File: config.mk
export PLATFORM = sky130hd
export DESIGN_NAME = drc_top
export DESIGN_NICKNAME = d
export VERILOG_FILES = /design/src/rtl/drc_pkg.sv /design/src/rtl/drc_sync.sv /design/src/rtl/drc_top.sv
export SDC_FILE = /design/constraint.sdc
export NUM_CORES = 1
export LEC_CHECK = 0
export BUFFER_PORTS_ARGS = -buffer_cell sky130_fd_sc_hd__clkbuf_2
export CORE_MARGIN = 2
export CORE_UTILIZATION = 47
export CTS_BUF_LIST = sky130_fd_sc_hd__clkbuf_16
export DETAILED_ROUTE_END_ITERATION = 7
export PLACE_DENSITY = 0.72
export REMOVE_ABC_BUFFERS = 1
export SYNTH_ARGS = -nofsm -noshare
export SYNTH_HDL_FRONTEND = slang
export SYNTH_SLANG_ARGS = --single-unit
File: constraint.sdc
create_clock -name i_core_clk -period 2.39 [get_ports i_core_clk]
set_input_delay 0.1195 -clock i_core_clk [delete_from_list [all_inputs] [get_ports i_core_clk]]
set_output_delay 0.1195 -clock i_core_clk [all_outputs]
set_load 0.02 [all_outputs]
File: src/rtl/drc_pkg.sv
// Package for the drive reset and control mode select block.
// Assumes a single core clock domain and a synchronous active-low reset.
package drc_pkg;

    // Register offsets (word addresses on the plain register port)
    localparam logic [3:0] DRC_ADDR_CTRL    = 4'h0;
    localparam logic [3:0] DRC_ADDR_CAP     = 4'h1;
    localparam logic [3:0] DRC_ADDR_POLES   = 4'h2;
    localparam logic [3:0] DRC_ADDR_METHOD  = 4'h3;
    localparam logic [3:0] DRC_ADDR_INFUNC0 = 4'h4;
    localparam logic [3:0] DRC_ADDR_STATUS  = 4'hA;
    localparam int         DRC_NUM_INFUNC   = 5;

    // Control register fields
    localparam int DRC_CTRL_RSTSEL_BIT = 0;
    localparam int DRC_CTRL_STORE_BIT  = 1;

    // Parameter values
    localparam logic [15:0] DRC_SENTINEL    = 16'h270F;  // 9999
    localparam logic [15:0] DRC_CAP_MIN     = 16'h0001;  // 0.1 kW in 0.1 kW units
    localparam logic [15:0] DRC_CAP_MAX     = 16'h0096;  // 15 kW in 0.1 kW units
    localparam logic [15:0] DRC_POLES_2     = 16'h0002;
    localparam logic [15:0] DRC_POLES_4     = 16'h0004;
    localparam logic [15:0] DRC_POLES_6     = 16'h0006;
    localparam logic [15:0] DRC_POLES_8     = 16'h0008;
    localparam logic [15:0] DRC_POLES_10    = 16'h000A;
    localparam logic [15:0] DRC_METHOD_AFV  = 16'h0014;  // 20
    localparam logic [15:0] DRC_METHOD_GFV  = 16'h001E;  // 30
    localparam logic [15:0] DRC_INFUNC_VFSW = 16'h0012;  // 18
    localparam logic [15:0] DRC_INFUNC_RST  = 16'h270F;
    localparam logic        DRC_RSTSEL_RST  = 1'b0;
    localparam logic        DRC_STORE_RST   = 1'b0;

    // Status register fields
    localparam int DRC_ST_METHOD_LSB = 0;
    localparam int DRC_ST_HOLD_BIT   = 4;
    localparam int DRC_ST_SECOND_BIT = 5;

    // Control command blackout after reset release
    localparam int DRC_BLACKOUT_MS = 1000;
    localparam int DRC_CLK_KHZ     = 25000;
    localparam int DRC_BLACKOUT_CYC = DRC_BLACKOUT_MS * DRC_CLK_KHZ;

    // Control methods
    typedef enum logic [2:0] {
        DRC_M_VF  = 3'b001,
        DRC_M_AFV = 3'b010,
        DRC_M_GFV = 3'b100
    } drc_method_t;

endpackage

File: src/rtl/drc_sync.sv
// Two flip-flop synchroniser for asynchronous pin inputs.
// Assumes the destination is the core clock domain.
`timescale 1ns/1ps
module drc_sync #(
    parameter int W = 1
) (
    // Clock and reset
    input  wire logic         i_core_clk,
    input  wire logic         i_nrst,
    // Data
    input  wire logic [W-1:0] i_async,
    output logic      [W-1:0] o_sync
);
    logic [W-1:0] meta_reg;
    logic [W-1:0] meta_next;
    logic [W-1:0] sync_reg;
    logic [W-1:0] sync_next;

    always_comb begin
        meta_next = i_async;
        sync_next = meta_reg;
    end

    always_ff @(posedge i_core_clk) begin
        if (!i_nrst) begin
            meta_reg <= '0;
            sync_reg <= '0;
        end else begin
            meta_reg <= meta_next;
            sync_reg <= sync_next;
        end
    end

    assign o_sync = sync_reg;
endmodule // drc_sync

File: src/rtl/drc_top.sv
// Reset acceptance, parameter storage routing and control method selection.
// Assumes network requests come from same-clock logic; panel, trip and run
// status come from pins and are synchronised here.
`timescale 1ns/1ps
module drc_top
    import drc_pkg::*;
#(
    parameter int BLACKOUT_CYC = DRC_BLACKOUT_CYC,
    parameter int NUM_VTERM    = 5
) (
    // Clock and reset
    input  wire logic                 i_core_clk,
    input  wire logic                 i_nrst,
    // Register port
    input  wire logic [3:0]           i_reg_addr,
    input  wire logic [15:0]          i_reg_wdata,
    input  wire logic                 i_reg_wr,
    input  wire logic                 i_reg_rd,
    output logic      [15:0]          o_reg_rdata,
    // Network requests (core clock domain)
    input  wire logic                 i_net_mode,
    input  wire logic                 i_net_err_reset_req,
    input  wire logic                 i_net_drive_reset_req,
    input  wire logic                 i_net_comm_err,
    input  wire logic                 i_net_param_wr,
    input  wire logic [NUM_VTERM-1:0] i_net_vterm,
    input  wire logic                 i_net_ctrl_cmd,
    // Pins from the drive
    input  wire logic                 i_panel_reset,
    input  wire logic                 i_trip_active,
    input  wire logic                 i_running,
    // Reset and storage outputs
    output logic                      o_error_reset,
    output logic                      o_drive_reset,
    output logic                      o_nv_write,
    output logic                      o_vol_write,
    output logic                      o_ctrl_cmd_accept,
    // Control method outputs
    output logic      [2:0]           o_method,
    output logic                      o_second_func,
    output logic                      o_change_pending,
    output logic                      o_param_range_err
);
    localparam int BW = $clog2(BLACKOUT_CYC + 1);

    logic panel_reset_s;
    logic trip_s;
    logic running_s;
    logic panel_prev_reg;
    logic panel_prev_next;

    drc_sync #(.W(3)) u_sync (
        .i_core_clk (i_core_clk),
        .i_nrst     (i_nrst),
        .i_async    ({i_panel_reset, i_trip_active, i_running}),
        .o_sync     ({panel_reset_s, trip_s, running_s})
    );

    // Parameter registers; power-up reset reloads defaults, volatile copy lost
    logic        rstsel_reg;
    logic        rstsel_next;
    logic        store_reg;
    logic        store_next;
    logic [15:0] cap_reg;
    logic [15:0] cap_next;
    logic [15:0] poles_reg;
    logic [15:0] poles_next;
    logic [15:0] method_reg;
    logic [15:0] method_next;
    logic [15:0] infunc_reg  [DRC_NUM_INFUNC];
    logic [15:0] infunc_next [DRC_NUM_INFUNC];
    logic [15:0] rdata_reg;
    logic [15:0] rdata_next;
    logic        range_err_reg;
    logic        range_err_next;

    function automatic logic poles_ok(input logic [15:0] v);
        poles_ok = (v == DRC_POLES_2) || (v == DRC_POLES_4) || (v == DRC_POLES_6)
                || (v == DRC_POLES_8) || (v == DRC_POLES_10) || (v == DRC_SENTINEL);
    endfunction

    // Selects sit at consecutive word addresses
    function automatic logic infunc_hit(input logic [3:0] a, input int k);
        infunc_hit = (a == DRC_ADDR_INFUNC0 + 4'(k));
    endfunction

    function automatic logic cap_ok(input logic [15:0] v);
        cap_ok = ((v >= DRC_CAP_MIN) && (v <= DRC_CAP_MAX)) || (v == DRC_SENTINEL);
    endfunction

    always_comb begin
        rstsel_next    = rstsel_reg;
        store_next     = store_reg;
        cap_next       = cap_reg;
        poles_next     = poles_reg;
        method_next    = method_reg;
        range_err_next = range_err_reg;
        for (int k = 0; k < DRC_NUM_INFUNC; k++) begin
            infunc_next[k] = infunc_reg[k];
        end
        if (i_reg_wr) begin
            unique case (i_reg_addr)
                DRC_ADDR_CTRL: begin
                    rstsel_next = i_reg_wdata[DRC_CTRL_RSTSEL_BIT];
                    store_next  = i_reg_wdata[DRC_CTRL_STORE_BIT];
                end
                DRC_ADDR_CAP: begin
                    if (cap_ok(i_reg_wdata)) cap_next = i_reg_wdata;
                    else range_err_next = 1'b1;
                end
                DRC_ADDR_POLES: begin
                    if (poles_ok(i_reg_wdata)) poles_next = i_reg_wdata;
                    else range_err_next = 1'b1;
                end
                DRC_ADDR_METHOD: begin
                    if (i_reg_wdata == DRC_METHOD_AFV || i_reg_wdata == DRC_METHOD_GFV)
                        method_next = i_reg_wdata;
                    else range_err_next = 1'b1;
                end
                DRC_ADDR_STATUS: range_err_next = 1'b0;
                default: begin
                    for (int k = 0; k < DRC_NUM_INFUNC; k++) begin
                        if (infunc_hit(i_reg_addr, k))
                            infunc_next[k] = i_reg_wdata;
                    end
                end
            endcase
        end
    end

    // Reset acceptance; mode and selection read combinationally in request cycle
    logic err_rst_reg;
    logic err_rst_next;
    logic drv_rst_reg;
    logic drv_rst_next;
    logic [BW-1:0] blk_cnt_reg;
    logic [BW-1:0] blk_cnt_next;
    logic net_err_ok;
    logic net_drv_ok;
    logic panel_edge;

    always_comb begin
        panel_prev_next = panel_reset_s;
        panel_edge      = panel_reset_s && !panel_prev_reg;
        net_err_ok = i_net_err_reset_req && trip_s && !i_net_comm_err
                  && (rstsel_reg == 1'b0 || i_net_mode);
        net_drv_ok = i_net_drive_reset_req && i_net_mode && !i_net_comm_err;
        err_rst_next = net_err_ok || (panel_edge && trip_s);
        drv_rst_next = net_drv_ok;
        if (drv_rst_reg)
            blk_cnt_next = BW'(BLACKOUT_CYC);
        else if (blk_cnt_reg != '0)
            blk_cnt_next = blk_cnt_reg - 1'b1;
        else
            blk_cnt_next = blk_cnt_reg;
    end

    // Control method; changes while running held until stop
    drc_method_t req_method;
    drc_method_t act_method_reg;
    drc_method_t act_method_next;
    logic        second_reg;
    logic        second_next;
    logic        vf_switch;
    wire logic [NUM_VTERM-1:0] vterm_hit;

    // One match per terminal; terminals without a select never switch
    for (genvar g = 0; g < NUM_VTERM; g++) begin : g_vterm
        if (g < DRC_NUM_INFUNC) begin : g_sel
            assign vterm_hit[g] = (infunc_reg[g] == DRC_INFUNC_VFSW)
                               && i_net_vterm[g];
        end else begin : g_none
            assign vterm_hit[g] = 1'b0;
        end
    end

    always_comb begin
        vf_switch = |vterm_hit;
        if (cap_reg == DRC_SENTINEL || poles_reg == DRC_SENTINEL || vf_switch)
            req_method = DRC_M_VF;
        else if (method_reg == DRC_METHOD_GFV)
            req_method = DRC_M_GFV;
        else
            req_method = DRC_M_AFV;
        act_method_next = act_method_reg;
        second_next     = second_reg;
        if (!running_s) begin
            act_method_next = req_method;
            second_next     = 1'b0;
        end else if (req_method == DRC_M_VF && act_method_reg != DRC_M_VF) begin
            second_next = 1'b1;
        end
    end

    always_comb begin
        rdata_next = '0;
        if (i_reg_rd) begin
            unique case (i_reg_addr)
                DRC_ADDR_CTRL: begin
                    rdata_next[DRC_CTRL_RSTSEL_BIT] = rstsel_reg;
                    rdata_next[DRC_CTRL_STORE_BIT]  = store_reg;
                end
                DRC_ADDR_CAP:    rdata_next = cap_reg;
                DRC_ADDR_POLES:  rdata_next = poles_reg;
                DRC_ADDR_METHOD: rdata_next = method_reg;
                DRC_ADDR_STATUS: begin
                    rdata_next[DRC_ST_METHOD_LSB +: 3] = act_method_reg;
                    rdata_next[DRC_ST_HOLD_BIT]        = (req_method != act_method_reg);
                    rdata_next[DRC_ST_SECOND_BIT]      = second_reg;
                end
                default: begin
                    for (int k = 0; k < DRC_NUM_INFUNC; k++) begin
                        if (infunc_hit(i_reg_addr, k))
                            rdata_next = infunc_reg[k];
                    end
                end
            endcase
        end
    end

    // Parameter state; a power cycle is this same reset
    always_ff @(posedge i_core_clk) begin
        if (!i_nrst) begin
            rstsel_reg     <= DRC_RSTSEL_RST;
            store_reg      <= DRC_STORE_RST;
            cap_reg        <= DRC_SENTINEL;
            poles_reg      <= DRC_SENTINEL;
            method_reg     <= DRC_METHOD_AFV;
            for (int k = 0; k < DRC_NUM_INFUNC; k++) infunc_reg[k] <= DRC_INFUNC_RST;
            range_err_reg  <= 1'b0;
        end else begin
            rstsel_reg     <= rstsel_next;
            store_reg      <= store_next;
            cap_reg        <= cap_next;
            poles_reg      <= poles_next;
            method_reg     <= method_next;
            infunc_reg     <= infunc_next;
            range_err_reg  <= range_err_next;
        end
    end

    // Read data stands one cycle only
    always_ff @(posedge i_core_clk) begin
        if (!i_nrst) begin
            rdata_reg      <= '0;
        end else begin
            rdata_reg      <= rdata_next;
        end
    end

    // Reset acceptance and control blackout
    always_ff @(posedge i_core_clk) begin
        if (!i_nrst) begin
            panel_prev_reg <= 1'b0;
            err_rst_reg    <= 1'b0;
            drv_rst_reg    <= 1'b0;
            blk_cnt_reg    <= '0;
        end else begin
            panel_prev_reg <= panel_prev_next;
            err_rst_reg    <= err_rst_next;
            drv_rst_reg    <= drv_rst_next;
            blk_cnt_reg    <= blk_cnt_next;
        end
    end

    // Active method; V/F until the motor settings are valid
    always_ff @(posedge i_core_clk) begin
        if (!i_nrst) begin
            act_method_reg <= DRC_M_VF;
            second_reg     <= 1'b0;
        end else begin
            act_method_reg <= act_method_next;
            second_reg     <= second_next;
        end
    end

    // Power removal is the i_nrst pin itself; no logic needed for it.
    assign o_reg_rdata       = rdata_reg;
    assign o_error_reset     = err_rst_reg;
    assign o_drive_reset     = drv_rst_reg;
    assign o_nv_write        = i_net_param_wr && (store_reg == 1'b0);
    assign o_vol_write       = i_net_param_wr;
    assign o_ctrl_cmd_accept = i_net_ctrl_cmd && !drv_rst_reg
                            && (blk_cnt_reg == '0);
    assign o_method          = act_method_reg;
    assign o_second_func     = second_reg;
    assign o_change_pending  = (req_method != act_method_reg);
    assign o_param_range_err = range_err_reg;
endmodule // drc_top

### Word level (Yosys, flattened, before mapping)

Index checks and enable logic that the tools add are counted.

* register bits after elaboration: 185
* input port bits: 38
* word-level logic and storage cells: 129

* add/subtract/negate cells: 1
* magnitude comparators: 2
* eq/ne operators: 31
* mux-type cells: 18
* bitwise operators: 4
* reductions and logical operators: 52

Operators with widths (count)
* equality test 16 x 5 -> 1 bit (second input constant): 8
* 2-to-1 mux 16 bit: 5
* 2-to-1 mux 25 bit: 2
* equality test 16 x 14 -> 1 bit (second input constant): 3
* case mux 10 bit (4 select lines): 1
* equality test 16 x 3 -> 1 bit (second input constant): 2
* equality test 16 x 4 -> 1 bit (second input constant): 2
* zero test 25 bit: 1
* nonzero test 25 bit: 1
* subtractor 25 x 1 -> 25 bit (second input constant): 1
* AND reduction 3 bit: 8
* case mux 2 bit (5 select lines): 2
* logical AND 1 bit: 17
* equality test 16 x 2 -> 1 bit (second input constant): 1
* equality test 4 x 3 -> 1 bit (second input constant): 4
* >= comparator 16 x 1 -> 1 bit (second input constant): 1
* <= comparator 16 x 8 -> 1 bit (second input constant): 1
* logical OR 1 bit: 11
* OR reduction 5 bit: 2
* equality test 4 x 2 -> 1 bit (second input constant): 2
* equality test 4 bit (second input constant): 2
* case mux 1 bit (4 select lines): 2
* 2-to-1 mux 3 bit: 2
* inequality test 2 bit (second input constant): 3
* other kinds (14): 24

### Depth between registers and ports, before layout

* word-level depth: 8
* gate-level depth with buffers: 10
* depth with buffers taken out: 8

### Cells and area by module

Synthesis repeated with hierarchy kept, for this count alone.

* cell total of the unflattened synthesis: 967
* area, all modules: 8146.6 µm²

By module, submodules not included
* drc_top: times used 1, cells an instance 955, area each 7988.9 µm², sequential area each 3583.4 µm²
* drc_sync: times used 1, cells an instance 12, area each 157.7 µm², sequential area each 120.1 µm²

### Worst setup path after synthesis

OpenSTA, ideal clock, no wires.

* path kind: reg-to-output
* from: register blk_cnt_reg[18]
* to: output port o_ctrl_cmd_accept
* data arrival time: 2128 ps
* required time: 2271 ps
* path slack: 143 ps
* cell stages (with the launch flop): 6
* path buffers: 1
* cell sequence: dfxtp_1 -> or4_1 -> nor4_4 -> nand4_1 -> buf_2 -> nor3b_1

* longest elaborated chain between the ends: 2

Ends and longest elaborated chain
* from (decl): line drc_top.sv:136 `logic [BW-1:0] blk_cnt_reg;`
* from (signal assigned): line drc_top.sv:262 `blk_cnt_reg <= blk_cnt_next;`
* zero test 25 bit: line drc_top.sv:284 `&& (blk_cnt_reg == '0);`
* logical AND 1 bit: line drc_top.sv:284
* to (decl): line drc_top.sv:37 `output logic o_ctrl_cmd_accept,`

No other way between the ends.

### Final worst setup path

* from: register poles_reg[12]
* to: output port o_change_pending

* longest elaborated chain between the ends: 5

Ends and longest elaborated chain
* from (decl): line drc_top.sv:66 `logic [15:0] poles_reg;`
* from (signal assigned): line drc_top.sv:235 `poles_reg <= poles_next;`
* equality test 16 x 14 -> 1 bit: line drc_top.sv:179 `if (cap_reg == DRC_SENTINEL || poles_reg == DRC_SENTINEL || vf_switch)`
* logical OR 1 bit (2 in a row): line drc_top.sv:179
* 2-to-1 mux 3 bit: line drc_top.sv:179
* inequality test 3 bit: line drc_top.sv:287 `assign o_change_pending = (req_method != act_method_reg);`
* to (decl): line drc_top.sv:41 `output logic o_change_pending,`

No other way between the ends.

==> metrics.yaml <==
grt:
  track_usage_pct: 25.3
  grt_pass1_vias: 6377
  gr-total-overflow: 0
  grt_pass1_wl_um: 35400
  grt_max_degree: 53
  antenna_found_initial: 0
synth:
  synth_compound_gate_area_share_pct: 14.9
  post_synth_mux_area_share_pct: 7.02
  ys_warn_count: 0
  synth_area_um2: 7870
  synth_top_family_by_area: "simple AND/OR/NAND/NOR gates"
  ys_types: 64
  ys_ff_latch: 185
  synth_top_area_share_pct: 47.0
  synth-async-reset-ratio_pct: 0
  synth_commonest_cells: "dfxtp_1, nand2_1, nor2_1, clkbuf_1, mux2i_1"
  avgSynthCellArea_um2: 8.93
  synth_most_common_cell: "dfxtp_1"
  synth_top_cell_by_area: "dfxtp_1"
  synthSimpleGateAreaFrac_pct: 24.9
  yosys-top-cells-area: "dfxtp_1, nand2_1, mux2i_1"
  synth-xor-area-share_pct: 2.45
  synth_top_flop_cell: "dfxtp_1"
  synth_cells: 882
  seq_area_frac_synth_pct: 47.0
  synth-adder-area-share_pct: 0.159
  synth_edf_count: 0
floorplan:
  rows: 47
  die_x_um: 133
  ios: 65
  core_um2: 16500
  dieArea_um2: 17800
  die_h_um: 133
  initial_core_util_pct: 47.8
route:
  routed_wl_um: 22300
  initialDrtViolationCount: 724
  dr.pass1.iters: 5
  drc: 0
  drtAntennaViolNets: 0
  wire_per_inst_um: 18.7
  vias: 6940
  drt-vias-per-instance: 5.83
layout:
  nNetsFinal: 996
  area_growth_pct: 20.4
  drive_above_1_share_pct: 18.0
  largest_reg_flops: 80
  fin_cells: 1190
  fin_util_pct: 57.6
  final.fill_count: 1501
  stdcell_area_um2: 9480
  antenna_cells: 0
power:
  netSwitchingFraction_pct: 28.4
  powerDensity_nw_per_um2: 903
  ir_drop_v: 0.000570
  p_leak_nw: 4.09
  intPower_mw: 6.13
  p_comb_share_pct: 21.9
  netSwitchingPower_mw: 2.43
  power_mw: 8.56
  clkPwrFrac_pct: 37.3
  seqPwrFrac_pct: 40.8
worst_setup_path:
  critPathTopFamily: "simple AND/OR/NAND/NOR gates"
  crit_buf_inv: 1
  critical-path-max-stage-delay_ns: 0.49
  critPathKind: "reg -> out"
  end_kind: "primary output"
  cp_data_arrival_time_ns: 2.39
  cp-start-kind: "flop"
  path_cells: "or4bb_1 > nor4_1 > a31oi_1 > nor4b_4 > mux2i_2 > buf_4"
  path_max_fanout: 2
  worstPathRequired_ns: 2.27
  cp_slowest_cell: "or4bb_1"
timing:
  fin_crit_ns: 2.51
  rsz0062_at_grt: "yes"
  finalCritPeriodShare_pct: 105
  tightest_slew_ns: 0.836
  skew_ns: 0.00897
  setup_ws_ns: -0.118
  hold_viol_final: 0
  finalSetupViolations: 1
  relSlewSlack_pct: 44.3
  finalMaxSlewViolations: 0
  fin_tns_setup_ns: -0.118
  fmax_ghz: 0.399
placement:
  placed_area_um2: 8500
  port_buffers: 64
  dpl.hpwl_um: 15000
  gp_congestion: 0.911
  dp_cells: 1134
clocking:
  cts-root-buf: "clkbuf_16"
  clk_path_buf_depth: 2
  cts_made_buffers: 17
  htreeDepth: 4
  insertion_delay_ns: 0.44
  clkSinkCount: 185
  clk_pin_slew_ns: 0.07
  cts_tree: "yes"
flow_run:
  maxCapViolations: 0
run_status:
  status: "finished, violations left"
  failed_checks: "setup timing"
hold_path:
  hold_class: "in -> reg"
layer usage:
metal	wire, um	GRT usage, %	part of all wire (%)	vias up
met5	0	0	0	-
li1	-	-	-	3316
met3	1600	5.52	7.2	34
met2	10600	40.9	47	277
met1	9670	33.9	43	3313
met4	439	8.16	2.0	0
logic make-up after synthesis:
family                   count (synthesis)
multiplexers                            54
AND/OR/NAND/NOR                        383
AO/OA/AOI/OAI                          167
buffers and inverters                   70
adder cells (fa/ha/maj)                  1
flip-flops                             185
XOR/XNOR                                22
what timing repair did:
| item | CTS | global route |
|---|---|---|
| gates resized for setup | 17 | 10 |
| hold buffers | 9 | 0 |
| pin swaps | 9 | 5 |
| endpoints found under the setup margin | 2 | 3 |
| setup buffers | 11 | 4 |
| hold endpoints to repair | 7 | 0 |
path summary, 6_finish.rpt:
kind / slack (ns) / end / from / cells after the start
max: -0.12 / o_change_pending / poles_reg[12] / 6
min: 0.01 / infunc_reg[42] / i_reg_wdata[10] / 3
max reg2reg: 0.15 / blk_cnt_reg[16] / blk_cnt_reg[0] / 8
min reg2reg: 0.41 / o_error_reset / u_sync.o_sync[1] / 2
layout by cell type (no fill, tap or decap), types with 4 or more instances in the layout:
cell / instances
nand2b_1: 12
o21a_1: 8
buf_4: 43
and3_1: 16
a211oi_1: 5
inv_2: 4
o21ai_1: 6
a22oi_1: 35
clkbuf_2: 61
nor3_1: 13
clkbuf_16: 17
a311oi_1: 13
a21o_1: 9
a221oi_1: 13
dlygate4sd3_1: 9
nor4_2: 6
inv_1: 4
nand3_1: 34
a31oi_1: 5
xor2_1: 10
nor4bb_1: 5
nor2_1: 67
nor4b_1: 6
mux2i_1: 52
nand4b_1: 9
dfxtp_2: 6
xnor2_1: 12
nand4_1: 6
dfxtp_1: 179
bufinv_16: 6
nand2_1: 145
o211ai_1: 11
and2_1: 21
nor4_1: 12
a21oi_1: 43
tightest hold or removal path, cell delays in order:
cell      delay (ns)
clkbuf_2        0.15
nand2_1         0.07
o211ai_1        0.08
stage by stage:
stage,hold WS [ns],setup slack [ns]
after CTS,0.00769,-0.0840
after global routing,0.0183,-0.150
after detailed placement,0.329,0.0607
after global placement,0.327,0.0700
final,0.0130,-0.118
after floorplan,0.181,-0.190
power by group through the flow:
stage | logic [mW] | registers, mW | clock network [mW]
finish | 1.88 | 3.49 | 3.19
global placement | 1.52 | 3.53 | 0
CTS | 1.78 | 3.48 | 3.21
floorplan | 1.12 | 3.51 | 0
global route | 2.04 | 3.51 | 3.34
detailed placement | 1.56 | 3.54 | 0
cell type report:
class | count | area, um2 | area share [%]
Multi-Input combinational cell | 627 | 4000 | 42.2
Sequential cell | 185 | 3710 | 39.2
Timing Repair Buffer | 118 | 795 | 8.38
Clock buffer | 17 | 425 | 4.49
Tap cell | 220 | 275 | 2.90
Clock inverter | 15 | 245 | 2.59
Inverter | 8 | 30.0 | 0.317
Note: power is estimated with default switching activity, not from simulation.
